==> config.mk <==
export PLATFORM = sky130hd
export DESIGN_NAME = sbst_tap
export DESIGN_NICKNAME = d
export VERILOG_FILES = /design/src/hdl/sbst_pkg.sv /design/src/hdl/sbst_sync.sv /design/src/hdl/sbst_tap.sv
export VERILOG_INCLUDE_DIRS = /design/src /design/src/hdl
export SDC_FILE = /design/constraint.sdc
export NUM_CORES = 1
export LEC_CHECK = 0
export BUFFER_PORTS_ARGS = -buffer_cell sky130_fd_sc_hd__buf_4
export CORE_MARGIN = 2
export CORE_UTILIZATION = 30
export CTS_CLUSTER_DIAMETER = 120
export DETAILED_ROUTE_END_ITERATION = 16
export PLACE_DENSITY_LB_ADDON = 0.12
export SETUP_SLACK_MARGIN = 0.5
export SLEW_MARGIN = 20
export SYNTH_ARGS = -nofsm -noshare
export SYNTH_HDL_FRONTEND = slang
export SYNTH_SLANG_ARGS = --single-unit
export TNS_END_PERCENT = 5
==> constraint.sdc <==
create_clock -name mclk -period 1.4 [get_ports mclk]
set_input_delay 0.21 -clock mclk [delete_from_list [all_inputs] [get_ports mclk]]
set_output_delay 0.21 -clock mclk [all_outputs]
set_load 0.01 [all_outputs]
==> src/hdl/sbst_params.svh <==
// Purpose: Constants of the SRAM boundary-scan test port
// Assumes: Included by bare name from the package and the design files
// Notes:   Widths, instruction codes, capture pattern and identification fields
`ifndef SBST_PARAMS_SVH
`define SBST_PARAMS_SVH

// Register lengths
`define SBST_IR_W        3
`define SBST_ID_W        32
`define SBST_BSR_W       69

// Instruction codes
`define SBST_INS_EXTEST  3'h0
`define SBST_INS_IDREAD  3'h1
`define SBST_INS_SAMPZ   3'h2
`define SBST_INS_SAMPLE  3'h4
`define SBST_INS_BYPASS  3'h7

// Instruction capture pattern
`define SBST_IR_CAPTURE  3'h1

// Identification field defaults; these values are arbitrary
`define SBST_ID_REV_DFLT 3'h5
`define SBST_ID_DEV_DFLT 17'h0a5a5
`define SBST_ID_VEN_DFLT 11'h2aa

// Rising edges of held mode select that always reach reset
`define SBST_RESET_EDGES 3'h5

`endif

==> src/hdl/sbst_pkg.sv <==
// Purpose: Types of the SRAM boundary-scan test port
// Assumes: sbst_params.svh gives the widths
// Notes:   States carry no codes; the test pins travel as one struct
`include "sbst_params.svh"

package sbst_pkg;

	// Controller states
	typedef enum logic [3:0] {
		ST_RESET, ST_IDLE, ST_SEL_DR, ST_CAP_DR, ST_SH_DR, ST_EX1_DR, ST_PAU_DR, ST_EX2_DR, ST_UPD_DR,
		ST_SEL_IR, ST_CAP_IR, ST_SH_IR, ST_EX1_IR, ST_PAU_IR, ST_EX2_IR, ST_UPD_IR
	} sbst_state_t;

	// Data register placed in the serial path
	typedef enum logic [1:0] {
		SEL_BSR, SEL_ID, SEL_BYP
	} sbst_sel_t;

	// Test pins from the external controller
	typedef struct packed {
		logic tck;
		logic tms;
		logic tdi;
	} sbst_jtag_t;

endpackage

==> src/hdl/sbst_sync.sv <==
// Purpose: Two-flop synchroniser for pin inputs
// Assumes: Each bit is a level from outside the mclk domain
// Notes:   The first stage feeds only the second stage
`timescale 1ns/1ns

module sbst_sync #(
	parameter int WIDTH = 1
) (
	// Clock and reset
	input  wire logic             mclk,
	input  wire logic             rst_b,
	// Asynchronous levels and their synchronised copy
	input  wire logic [WIDTH-1:0] async_in,
	output logic      [WIDTH-1:0] sync_out
);

	logic [WIDTH-1:0] meta_r;

	// Two stages, cleared by reset
	always_ff @(posedge mclk) begin
		if (!rst_b) begin
			meta_r   <= '0;
			sync_out <= '0;
		end else begin
			meta_r   <= async_in;
			sync_out <= meta_r;
		end
	end

endmodule

==> src/hdl/sbst_tap.sv <==
// Purpose: Boundary-scan test access port of a pipelined SRAM
// Assumes: Test clock is sampled by mclk at several samples per test clock phase
// Notes:   rst_b stands for the internal power-up reset of the port
//
// How it works
// - Next controller state follows mode select sampled at test clock rise.
// - Code 000 captures the ring into the 69-bit register, outputs forced off.
// - Code 010 captures the ring, scans the boundary register, outputs forced off.
// - Code 100 captures and scans the ring; shifted data never reaches pins.
// - Code 111 puts the one-bit bypass register in the path.
// - Identification code loads the 32-bit fixed word and scans it out.
// - Identification word: revision 31:29, device 28:12, vendor 11:1.
// - Identification word bit zero always reads one.
// - Three-bit instruction register captures 01 in its low bits.
// - Input sampled on rising edge; output changes on falling edge from LSB.
// - Reset and power-up select identification; five high mode edges reset.
// - Update of data path with sample code does nothing, like pause.
`timescale 1ns/1ns
`include "sbst_params.svh"

module sbst_tap #(
	parameter logic [2:0]  ID_REV = `SBST_ID_REV_DFLT,
	parameter logic [16:0] ID_DEV = `SBST_ID_DEV_DFLT,
	parameter logic [10:0] ID_VEN = `SBST_ID_VEN_DFLT
) (
	// Clock and reset
	input  wire logic                    mclk,
	input  wire logic                    rst_b,
	// Test pins from the controller
	input  wire sbst_pkg::sbst_jtag_t    jtag,
	output logic                         tdo,
	output logic                         tdo_oe,
	// SRAM input and output ring
	input  wire logic [`SBST_BSR_W-1:0]  io_ring,
	output logic                         sram_hiz
);
	import sbst_pkg::*;

	localparam logic [`SBST_ID_W-1:0] ID_WORD = {ID_REV, ID_DEV, ID_VEN, 1'b1};

	sbst_jtag_t              pin_s;
	logic [`SBST_BSR_W-1:0]  ring_s;
	logic                    tck_d_r;
	logic                    tck_rise;
	logic                    tck_fall;
	sbst_state_t             state_r;
	sbst_state_t             state_nxt;
	sbst_sel_t               sel;
	logic [`SBST_IR_W-1:0]   ir_r;
	logic [`SBST_IR_W-1:0]   ir_sh_r;
	logic [`SBST_BSR_W-1:0]  bsr_r;
	logic [`SBST_ID_W-1:0]   id_sh_r;
	logic                    byp_r;
	logic                    tdo_r;
	logic                    tdo_oe_r;
	logic                    hiz_r;
	logic [2:0]              ones_cnt;

	// Pins and ring cross into mclk
	sbst_sync #(.WIDTH(3)) u_pin_sync (
		.mclk     (mclk),
		.rst_b    (rst_b),
		.async_in (jtag),
		.sync_out (pin_s)
	);

	sbst_sync #(.WIDTH(`SBST_BSR_W)) u_ring_sync (
		.mclk     (mclk),
		.rst_b    (rst_b),
		.async_in (io_ring),
		.sync_out (ring_s)
	);

	// Test clock edge finder
	always_ff @(posedge mclk) begin
		if (!rst_b) begin
			tck_d_r <= 1'b0;
		end else begin
			tck_d_r <= pin_s.tck;
		end
	end

	assign tck_rise = pin_s.tck & ~tck_d_r;
	assign tck_fall = ~pin_s.tck & tck_d_r;

	// Next state from mode select
	always_comb begin
		unique case (state_r)
			ST_RESET:  state_nxt = pin_s.tms ? ST_RESET  : ST_IDLE;
			ST_IDLE:   state_nxt = pin_s.tms ? ST_SEL_DR : ST_IDLE;
			ST_SEL_DR: state_nxt = pin_s.tms ? ST_SEL_IR : ST_CAP_DR;
			ST_CAP_DR: state_nxt = pin_s.tms ? ST_EX1_DR : ST_SH_DR;
			ST_SH_DR:  state_nxt = pin_s.tms ? ST_EX1_DR : ST_SH_DR;
			ST_EX1_DR: state_nxt = pin_s.tms ? ST_UPD_DR : ST_PAU_DR;
			ST_PAU_DR: state_nxt = pin_s.tms ? ST_EX2_DR : ST_PAU_DR;
			ST_EX2_DR: state_nxt = pin_s.tms ? ST_UPD_DR : ST_SH_DR;
			ST_UPD_DR: state_nxt = pin_s.tms ? ST_SEL_DR : ST_IDLE;
			ST_SEL_IR: state_nxt = pin_s.tms ? ST_RESET  : ST_CAP_IR;
			ST_CAP_IR: state_nxt = pin_s.tms ? ST_EX1_IR : ST_SH_IR;
			ST_SH_IR:  state_nxt = pin_s.tms ? ST_EX1_IR : ST_SH_IR;
			ST_EX1_IR: state_nxt = pin_s.tms ? ST_UPD_IR : ST_PAU_IR;
			ST_PAU_IR: state_nxt = pin_s.tms ? ST_EX2_IR : ST_PAU_IR;
			ST_EX2_IR: state_nxt = pin_s.tms ? ST_UPD_IR : ST_SH_IR;
			ST_UPD_IR: state_nxt = pin_s.tms ? ST_SEL_DR : ST_IDLE;
		endcase
	end

	// State moves on each test clock rise
	always_ff @(posedge mclk) begin
		if (!rst_b) begin
			state_r <= ST_RESET;
		end else if (tck_rise) begin
			state_r <= state_nxt;
		end
	end

	// Data register chosen by the instruction; reserved codes fall to bypass
	always_comb begin
		unique case (ir_r)
			`SBST_INS_EXTEST: sel = SEL_BSR;
			`SBST_INS_SAMPZ:  sel = SEL_BSR;
			`SBST_INS_SAMPLE: sel = SEL_BSR;
			`SBST_INS_IDREAD: sel = SEL_ID;
			default:          sel = SEL_BYP;
		endcase
	end

	// Instruction shift stage: capture pattern, shift on rise
	always_ff @(posedge mclk) begin
		if (!rst_b) begin
			ir_sh_r <= `SBST_IR_CAPTURE;
		end else if (tck_rise && state_r == ST_CAP_IR) begin
			ir_sh_r <= `SBST_IR_CAPTURE;
		end else if (tck_rise && state_r == ST_SH_IR) begin
			ir_sh_r <= {pin_s.tdi, ir_sh_r[`SBST_IR_W-1:1]};
		end
	end

	// Active instruction: identification at reset, update on fall
	always_ff @(posedge mclk) begin
		if (!rst_b || state_r == ST_RESET) begin
			ir_r <= `SBST_INS_IDREAD;
		end else if (tck_fall && state_r == ST_UPD_IR) begin
			ir_r <= ir_sh_r;
		end
	end

	// Boundary register: capture ring, shift; update stage is absent
	always_ff @(posedge mclk) begin
		if (!rst_b) begin
			bsr_r <= '0;
		end else if (tck_rise && sel == SEL_BSR && state_r == ST_CAP_DR) begin
			bsr_r <= ring_s;
		end else if (tck_rise && sel == SEL_BSR && state_r == ST_SH_DR) begin
			bsr_r <= {pin_s.tdi, bsr_r[`SBST_BSR_W-1:1]};
		end
	end
	// Nothing reads bsr_r toward the pins and update leaves it alone

	// Identification register: fixed word on capture
	always_ff @(posedge mclk) begin
		if (!rst_b) begin
			id_sh_r <= ID_WORD;
		end else if (tck_rise && sel == SEL_ID && state_r == ST_CAP_DR) begin
			id_sh_r <= ID_WORD;
		end else if (tck_rise && sel == SEL_ID && state_r == ST_SH_DR) begin
			id_sh_r <= {pin_s.tdi, id_sh_r[`SBST_ID_W-1:1]};
		end
	end

	// Bypass bit: cleared on capture, takes serial in on shift
	always_ff @(posedge mclk) begin
		if (!rst_b) begin
			byp_r <= 1'b0;
		end else if (tck_rise && sel == SEL_BYP && state_r == ST_CAP_DR) begin
			byp_r <= 1'b0;
		end else if (tck_rise && sel == SEL_BYP && state_r == ST_SH_DR) begin
			byp_r <= pin_s.tdi;
		end
	end

	// Serial output changes on fall, driven only in shift states
	always_ff @(posedge mclk) begin
		if (!rst_b) begin
			tdo_r    <= 1'b0;
			tdo_oe_r <= 1'b0;
		end else if (tck_fall) begin
			tdo_oe_r <= (state_r == ST_SH_DR) || (state_r == ST_SH_IR);
			if (state_r == ST_SH_IR) begin
				tdo_r <= ir_sh_r[0];
			end else if (state_r == ST_SH_DR) begin
				unique case (sel)
					SEL_BSR: tdo_r <= bsr_r[0];
					SEL_ID:  tdo_r <= id_sh_r[0];
					SEL_BYP: tdo_r <= byp_r;
					default: tdo_r <= byp_r;
				endcase
			end
		end
	end

	// SRAM outputs forced off for the two outputs-off codes
	always_ff @(posedge mclk) begin
		if (!rst_b) begin
			hiz_r <= 1'b0;
		end else begin
			hiz_r <= (ir_r == `SBST_INS_EXTEST) || (ir_r == `SBST_INS_SAMPZ);
		end
	end

	assign tdo      = tdo_r;
	assign tdo_oe   = tdo_oe_r;
	assign sram_hiz = hiz_r;

	// Count of consecutive rises with mode select high
	always_ff @(posedge mclk) begin
		if (!rst_b) begin
			ones_cnt <= 3'h0;
		end else if (tck_rise) begin
			if (!pin_s.tms) begin
				ones_cnt <= 3'h0;
			end else if (ones_cnt != `SBST_RESET_EDGES) begin
				ones_cnt <= ones_cnt + 3'h1;
			end
		end
	end
endmodule

## After elaboration in Yosys (flattened, before gate mapping)

Cells that the tools add are included.

- Flip-flop bits (word level): 260
- Latch bits: 0
- RAM bits: 0
- Bits in read-only memories: 0
- Input port bits: 74
- Output and inout port bits: 3
- Word-level logic and storage cells: 87
- Memories: 0

- $add $sub $neg: 0
- $mul: 0
- Div/mod/pow operators: 0
- $lt $le $gt $ge: 0
- Equal/unequal tests: 20
- Shift-type cells: 0
- Mux-type cells: 19
- Bitwise logic cells: 5
- Reductions and logical operators: 29

Operators with widths:

| cell | number |
|---|---|
| 2-to-1 mux 69 bit | 2 |
| one-hot mux 4 bit (12 select lines) | 1 |
| equality test 4 bit (second input constant) | 8 |
| equality test 4 x 3 -> 1 bit (second input constant) | 4 |
| 2-to-1 mux 4 bit | 4 |
| logical AND 1 bit | 12 |
| OR reduction 2 bit | 5 |
| equality test 4 x 2 -> 1 bit (second input constant) | 2 |
| 2-to-1 mux 2 bit | 3 |
| 2-to-1 mux 3 bit | 2 |
| OR reduction 3 bit | 2 |
| 2-to-1 mux 1 bit | 5 |
| equality test 4 x 1 -> 1 bit (second input constant) | 1 |
| logical NOT 4 bit | 1 |
| one-hot mux 2 bit (2 select lines) | 1 |
| nonzero test 2 bit | 2 |
| equality test 3 x 1 -> 1 bit (second input constant) | 1 |
| equality test 3 x 2 -> 1 bit (second input constant) | 1 |
| equality test 3 bit (second input constant) | 1 |
| logical NOT 3 bit | 1 |
| logical OR 1 bit | 3 |
| NOT 1 bit | 3 |
| AND 1 bit | 2 |
| equality test 2 x 1 -> 1 bit (second input constant) | 1 |
| 5 further kinds | 5 |

## Longest topological paths before layout

Gate-level depths: netlist of run 1.

- Depth after elaboration: 8
- Depth in mapped cells: 7
- Mapped depth without buffers: 4

## Hierarchy

A second synthesis of run 1 with hierarchy kept.

- Cells, all modules: 941
- Area, all modules: 8807.2 um^2

Modules (own cells, without submodules):

| module | times used | cells each | area each (um^2) | seq. area each (um^2) |
|---|---|---|---|---|
| sbst_tap | 1 | 638 | 4854.7 | 2322.2 |
| sbst_sync at u_ring_sync | 1 | 291 | 3794.9 | 2762.6 |
| sbst_sync at u_pin_sync | 1 | 12 | 157.7 | 120.1 |

## Worst setup path after synthesis of run 1

No wires, ideal clock.

- Path type: register to register
- Start: register state_r[2]
- End: register bsr_r[32]
- Setup time: 0.146 ns
- Arrival time: 1.442 ns
- Required time: 1.254 ns
- Path slack: -0.188 ns
- Stages on the path, launching flop included: 8
- Path buffers: 3
- Clock period less this slack: 1.588 ns
- Cells stage by stage: dfxtp_1 > and4bb_1 > buf_2 > o211a_1 > buf_4 > buf_2 > nor2_1 > a211oi_2

- Cells in the longest elaborated chain, start to end: 3
- Elaborated cells on any way between the ends: 6
- Those cells by class: eq/ne (2); mux (1); reduce/logical (3)

Ends and longest elaborated chain:

| item | RTL line | text |
|---|---|---|
| start: declaration | sbst_tap.sv:46 | `sbst_state_t state_r;` |
| start signal: assignment | sbst_tap.sv:113 | `state_r <= state_nxt;` |
| equality test 4 x 2 -> 1 bit or equality test 4 x 3 -> 1 bit (tied branches) | sbst_tap.sv:152, sbst_tap.sv:154 |  |
| logical AND 1 bit (on tied branches) | sbst_tap.sv:152, sbst_tap.sv:154 |  |
| 2-to-1 mux 69 bit or nonzero test 2 bit (tied branches) | -- |  |
| end signal: assignment | sbst_tap.sv:153 | `bsr_r <= ring_s;` |
| end signal: assignment | sbst_tap.sv:155 | `` bsr_r <= {pin_s.tdi, bsr_r[`SBST_BSR_W-1:1]}; `` |
| end: declaration | sbst_tap.sv:51 | `` logic [`SBST_BSR_W-1:0] bsr_r; `` |

Parallel ways exist; a longest one is shown, timed or not.
A chain may end at the register's enable or synchronous reset.

## Final worst setup path of run 1

- Start: register state_r[3]
- End: register id_sh_r[10]

- Cells in the longest elaborated chain, start to end: 3
- Elaborated cells on any way between the ends: 5
- Those cells by class: eq/ne (2); reduce/logical (3)

Ends and longest elaborated chain:

| item | RTL line | text |
|---|---|---|
| equality test 4 x 2 -> 1 bit | sbst_tap.sv:164 | `end else if (tck_rise && sel == SEL_ID && state_r == ST_CAP_DR) begin` |
| logical AND 1 bit | sbst_tap.sv:164 |  |
| OR reduction 2 bit (no line) | -- |  |
| end signal: assignment | sbst_tap.sv:167 | `` id_sh_r <= {pin_s.tdi, id_sh_r[`SBST_ID_W-1:1]}; `` |
| end: declaration | sbst_tap.sv:52 | `` logic [`SBST_ID_W-1:0] id_sh_r; `` |

Parallel ways exist; a longest one is shown, timed or not.

==> flow_summary.yaml, run 1 <==
yosys:
  synthTopCellsByArea: "dfxtp_1 57%, and2_1 10%, a211oi_2 8.2%, mux2i_1 7.7%, nor2_1 3.3%"
  synth_common_cells: "260 x dfxtp_1, 146 x and2_1, 80 x nor2_1"
  async_flop_share_pct: 0
  synth.distinct_cells: 39
  synth_ff_type: "dfxtp_1"
  synth_edf_count: 0
  synth-seq-cells: 260
  synthesis.instances: 865
  avgSynthCellArea_um2: 10.5
  synth-seq-area-share_pct: 57.1
  yosysTopAreaCell: "dfxtp_1"
  synth.most_common_cell: "dfxtp_1"
  synth_area_um2: 9120
  synth_top_area_share_pct: 57.1
  synth.net_count: 939
  synth_warnings: 0
cts:
  h-tree-depth: 1
  tritoncts: "done"
  cts.sinks: 260
  cts.clk_slew.worst_paths_ns: 0.06
  cts_buffers: 28
  clk_path_buf_depth: 3
  cts-root-buf: "clkbuf_16"
  clk_latency_ns: 0.54
floorplan:
  ios: 77
  die_height_um: 178
  die_area_um2: 31800
  core_area_um2: 29800
  start_util_pct: 30.6
  rows: 63
  die_w_um: 178
sta:
  tns_ns: -16.56
  slew_headroom_pct: 75.7
  finClkSkew_ns: 0.00940
  fmax_ghz: 0.607
  rsz0062_at_grt: "true"
  worst_slew_pin_slew_ns: 0.365
  finalHoldViolCount: 0
  fin_crit_sh_pct: 118
  maxSlewViolCount: 0
  setup_ws_ns: -0.247
  setup_viol: 104
  period_minus_slack_ns: 1.65
setup_path:
  critical_path.most_common_cell: "buf_6"
  crit_buf_inv: 4
  critPathLaunchType: "flop"
  cp_data_required_time_ns: 1.82
  cpPeakStageDelay_ns: 0.36
  worst-setup-path-type: "reg -> reg"
  critPathArrivalTime_ns: 2.07
  crit_family: "buffers and inverters"
  end_kind: "flop"
  slowest_stage: "dfxtp_4"
  r2r_end: "id_sh_r[10]"
  crit_path_max_fanout: 8
  r2r_start: "state_r[3]"
  regToRegSetupSlack_ns: -0.25
  crit_chain: "nor4b_4 > buf_4 > buf_6 > nand4_1 > buf_6 > clkbuf_16 > nand2_2 > nand3_2"
  rr_worst_depth: 8
finish:
  diodes: 0
  nets: 1109
  ff_latch_area_um2: 5220
  fill_cells: 2894
  drive_above_1_share_pct: 34.7
  multi_input_area_um2: 3980
  fin_cells: 1446
  area_delta_synth_final_pct: 40.0
global_route:
  grt_max_degree: 57
  antenna_found_initial: 0
  grt_pass1_wl_mm: 30.5
  grt_pass1_vias: 6229
  grt_usage_pct: 11.6
  grt_overflow_total: 0
place:
  gp_congestion: 0.698
  port-buffer-count: 76
  hpwlAfterDp_mm: 10.6
  dp.cells: 1311
run_status:
  status: "finished with violations"
  violations: "setup timing"
min_path:
  min_path_type: "in -> reg"
  min_from: "rst_b"
  hold_depth: 3
  holdPathEnd: "tdo"
power:
  powerDensity_nw_per_um2: 1240
  leakage_uw: 0.00465
  peakVddDrop_uv: 824
flow_run:
  cap_viol_max_count: 0
detailed_routing:
  routed_wl_mm: 18.4
  firstDrtPassIters: 4
  drc: 0
  num_vias: 6226
  ant_nets: 0
  drt_iter0_markers: 206
  wl_per_cell_um: 12.7
  viasPerCell: 4.31
where the power goes:
part / switching, µW / total [µW] / internal (µW) / leakage (µW)
registers: 64.5 / 7660 / 7600 / 0.00213
clock network: 2980 / 7460 / 4480 / 0.000476
logic: 257 / 682 / 425 / 0.00204
worst max path at each step:
stage | from | endpoint | slack [ns] | depth (start not counted)
6_report | state_r[3] | id_sh_r[10] | -0.25 | 8
3_5_place_dp | state_r[3] | bsr_r[62] | -0.24 | 5
5_1_grt | state_r[3] | id_sh_r[6] | -0.31 | 8
2_1_floorplan | state_r[3] | bsr_r[0] | -0.09 | 7
4_1_cts | state_r[2] | bsr_r[62] | -0.18 | 5
3_3_place_gp | state_r[3] | bsr_r[60] | -0.20 | 5
kinds of logic after synthesis:
family | count (synthesis) | share of synthesized area, %
AND/OR/NAND/NOR | 339 | 19.1
multiplexers | 70 | 7.69
AO/OA/AOI/OAI | 123 | 12.4
XOR/XNOR | 2 | 0.192
buffers and inverters | 70 | 3.38
adder cells (fa/ha/maj) | 1 | 0.110
flip-flops | 260 | 57.1
cell type report:
type                       instances  area share [%]
tap                              390            3.82
multi-input combinational        535            31.1
clock inverter                    16            1.35
inverter                           5           0.186
timing repair buffer             205            16.5
sequential                       260            40.9
clock buffer                      35            6.09
flip-flops by register name (all words and copies together), names as in the netlist, 3 cells and up:
signal	flops
bsr_r	69
ir_sh_r	3
state_r	4
u_ring_sync.meta_r	69
u_pin_sync.sync_out	3
id_sh_r	32
u_pin_sync.meta_r	3
ir_r	3
u_ring_sync.sync_out	69
metal layers:
| layer | wire length, µm | vias up | part of all wire (%) | track usage (%) |
|---|---|---|---|---|
| met3 | 629 | 29 | 3.4 | 2.17 |
| met4 | 420 | 0 | 2.3 | 3.25 |
| met1 | 9260 | 2871 | 50 | 16.1 |
| met2 | 8100 | 87 | 44 | 18.5 |
| met5 | 0 | - | 0 | 0 |
| li1 | - | 3239 | - | - |
through the flow:
stage                     util, %  area [µm²]  hold WS (ns)  setup slack (ns)  power (µW)
after global placement       35.6       10600         0.417            -0.204        8340
after floorplan                 -        9350         0.337           -0.0938        8050
after detailed placement     35.6       10600         0.418            -0.237        8340
after CTS                    42.1       12500        0.0162            -0.181       16100
after global routing         42.8       12800        0.0439            -0.305       16400
final                        42.8       12800        0.0417            -0.247       15800
timing repair:
item	CTS	global route
buffers inserted	4	1
setup endpoints to repair	118	117
resized for setup	37	49
hold endpoints to repair	73	0
gates cloned	3	3
pin swaps	28	21
hold buffers	73	0
tightest hold or removal path, cell delays in order:
cell	delay, ns
buf_4	0.18
o21ai_0	0.09
a31oi_1	0.04
cells in the final DEF, fill, tap and decap left out, types with 4 or more instances in the layout:
| cell type | synthesis | layout |
|---|---|---|
| a211oi_1 | 11 | 9 |
| a211oi_2 | 60 | 62 |
| a21oi_1 | 28 | 22 |
| a21oi_2 | 0 | 6 |
| a31oi_1 | 4 | 4 |
| and2_1 | 146 | 146 |
| buf_12 | 0 | 17 |
| buf_4 | 5 | 96 |
| buf_6 | 0 | 11 |
| clkbuf_16 | 0 | 30 |
| clkbuf_8 | 0 | 5 |
| clkinv_2 | 0 | 10 |
| dfxtp_1 | 260 | 251 |
| dfxtp_2 | 0 | 8 |
| dlygate4sd3_1 | 0 | 73 |
| mux2i_1 | 70 | 62 |
| mux2i_2 | 0 | 8 |
| nand2_1 | 74 | 55 |
| nand2_2 | 0 | 16 |
| nand3_1 | 17 | 14 |
| nor2_1 | 80 | 19 |
| nor2_2 | 0 | 60 |
| o21ai_0 | 10 | 7 |
No activity file was read; power rests on OpenSTA's default activity.
==> run 2: changes to the inputs <==
CORE_MARGIN = default   (was 2)
==> run 2 against run 1 <==
Effect of this change:
- the flow still finishes with violations (setup timing)
- core utilization down 0.56 points
- non-clock buffer count down 8
- global-route usage up 0.42 points
- sequential share of layout area up 0.52 points
- sequential cell count unchanged
- critical endpoint is now bsr_r[19]
- largest power group unchanged
==> flow_summary.yaml, run 2 (synthesis gave the netlist of run 1 again) <==
run_status:
  status: "finished with violations"
  violations: "setup timing"
sta:
  worst_slew_pin_slew_ns: 0.317
  rsz0062_at_grt: "true"
  fmax_ghz: 0.640
  finClkSkew_ns: 0.0108
  setup_viol: 105
  slew_headroom_pct: 78.9
  finalHoldViolCount: 0
  tns_ns: -12.15
  maxSlewViolCount: 0
  period_minus_slack_ns: 1.56
  fin_crit_sh_pct: 112
  setup_ws_ns: -0.163
cts:
  cts.sinks: 260
  cts-root-buf: "clkbuf_16"
  cts.clk_slew.worst_paths_ns: 0.06
  clk_path_buf_depth: 3
  clk_latency_ns: 0.53
  cts_buffers: 29
  h-tree-depth: 1
  tritoncts: "done"
finish:
  nets: 1102
  drive_above_1_share_pct: 32.0
  fill_cells: 2893
  multi_input_area_um2: 3920
  area_delta_synth_final_pct: 38.2
  ff_latch_area_um2: 5220
  diodes: 0
  layout_commonest_cell: "dfxtp_1"
  top_regs: "bsr_r (69), u_ring_sync.meta_r (69), u_ring_sync.sync_out (69)"
  layout_common_cells: "253 x dfxtp_1, 146 x and2_1, 98 x buf_4, 74 x nand2_1, 72 x dlygate4sd3_1"
flow_run:
  cap_viol_max_count: 0
detailed_routing:
  ant_nets: 0
  routed_wl_mm: 18.1
  num_vias: 6207
  wl_per_cell_um: 12.6
  drc: 0
  firstDrtPassIters: 4
  viasPerCell: 4.32
  drt_iter0_markers: 251
place:
  port-buffer-count: 76
  gp_congestion: 0.697
  hpwlAfterDp_mm: 10.3
floorplan:
  die_area_um2: 31100
  rows: 63
  die_w_um: 176
  start_util_pct: 30.6
  die_height_um: 176
  core_area_um2: 29800
  ios: 77
setup_path:
  end_kind: "flop"
  critPathArrivalTime_ns: 2.01
  critPathLaunchType: "flop"
  worst-setup-path-type: "reg -> reg"
  crit_path_max_fanout: 14
  cp_data_required_time_ns: 1.85
power:
  comb_power_share_pct: 4.3
  leakage_uw: 0.00458
  finalPower_uw: 15900
  powerDensity_nw_per_um2: 1260
  power.switching_uw: 3250
  p_clk_share_pct: 47.6
  intPower_uw: 12700
  power_frac_seq_pct: 48.1
  swShare_pct: 20.4
  peakVddDrop_uv: 831
global_route:
  grt_usage_pct: 12.1
  grt_overflow_total: 0
  grt_max_degree: 55
  antenna_found_initial: 0
  grt_pass1_vias: 6332
  grt_pass1_wl_mm: 31.0
min_path:
  min_path_type: "in -> reg"
run 2: changes by cell type in the layout (fill, tap and decap cells not counted), moves of 4 or more:
| cell | before | now |
|---|---|---|
| nand2_2 | 16 | 0 |
| a211oi_1 | 9 | 1 |
| a211oi_2 | 62 | 70 |
| buf_6 | 11 | 5 |
| nand2_1 | 55 | 74 |
| mux2i_2 | 8 | 4 |
| mux2i_1 | 62 | 66 |
run 2: path summary, 6_finish.rpt:
| kind | start | endpoint | slack [ns] | depth (start not counted) |
|---|---|---|---|---|
| worst max-delay path | state_r[3] | bsr_r[19] | -0.16 | 5 |
| worst min-delay path | rst_b | u_pin_sync.meta_r[1] | 0.08 | 2 |
| worst max register to register | state_r[3] | bsr_r[19] | -0.16 | 5 |
| worst min register to register | u_ring_sync.meta_r[55] | u_ring_sync.sync_out[55] | 0.43 | 1 |
run 2: what timing repair did:
item / CTS / global route
cloned: 4 / 0
pin swaps: 8 / 3
endpoints found under the hold margin: 72 / 0
hold buffers: 72 / 0
endpoints found under the setup margin: 118 / 117
buffers inserted: 4 / 0
resized for setup: 38 / 16
run 2: critical path, stage by stage (launching register included):
cell       delay, ns
dfxtp_2         0.36
and4bb_4        0.22
o211a_4         0.28
buf_12          0.15
bufbuf_16       0.29
a211oi_2        0.18
run 2: area by class of cell:
class	count	share of cell area, %
Clock inverter	13	1.18
Timing Repair Buffer	197	15.8
Inverter	5	0.169
Sequential cell	260	41.4
Clock buffer	38	6.50
Tap cell	390	3.87
Multi-Input combinational cell	535	31.1
run 2: per-layer routing:
| layer | share of wire [%] | vias to the layer above | track usage (%) |
|---|---|---|---|
| li1 | - | 3227 | - |
| met1 | 50 | 2863 | 16.2 |
| met5 | 0 | - | 0 |
| met3 | 3.9 | 31 | 2.22 |
| met4 | 2.0 | 0 | 3.62 |
| met2 | 44 | 86 | 19.6 |
run 2: metrics by stage:
stage / instances / hold WS, ns / utilization [%] / area, µm² / setup slack [ns]
6_report: 1438 / 0.0819 / 42.3 / 12600 / -0.163
5_1_grt: 1438 / 0.0575 / 42.3 / 12600 / -0.253
4_1_cts: 1438 / 0.0513 / 42.1 / 12500 / -0.162
3_5_place_dp: 1307 / 0.418 / 35.4 / 10600 / -0.215
3_3_place_gp: 1307 / 0.416 / 35.4 / 10600 / -0.152
2_1_floorplan: 865 / 0.337 / - / 9350 / -0.0938
run 2: power groups by stage:
| stage | Sequential [µW] | Clock (µW) | Combinational (µW) |
|---|---|---|---|
| after detailed placement | 7830 | 0 | 524 |
| after global placement | 7830 | 0 | 524 |
| final | 7660 | 7570 | 689 |
| after CTS | 7660 | 7910 | 695 |
| after global routing | 7680 | 8210 | 763 |
| after floorplan | 7790 | 0 | 261 |
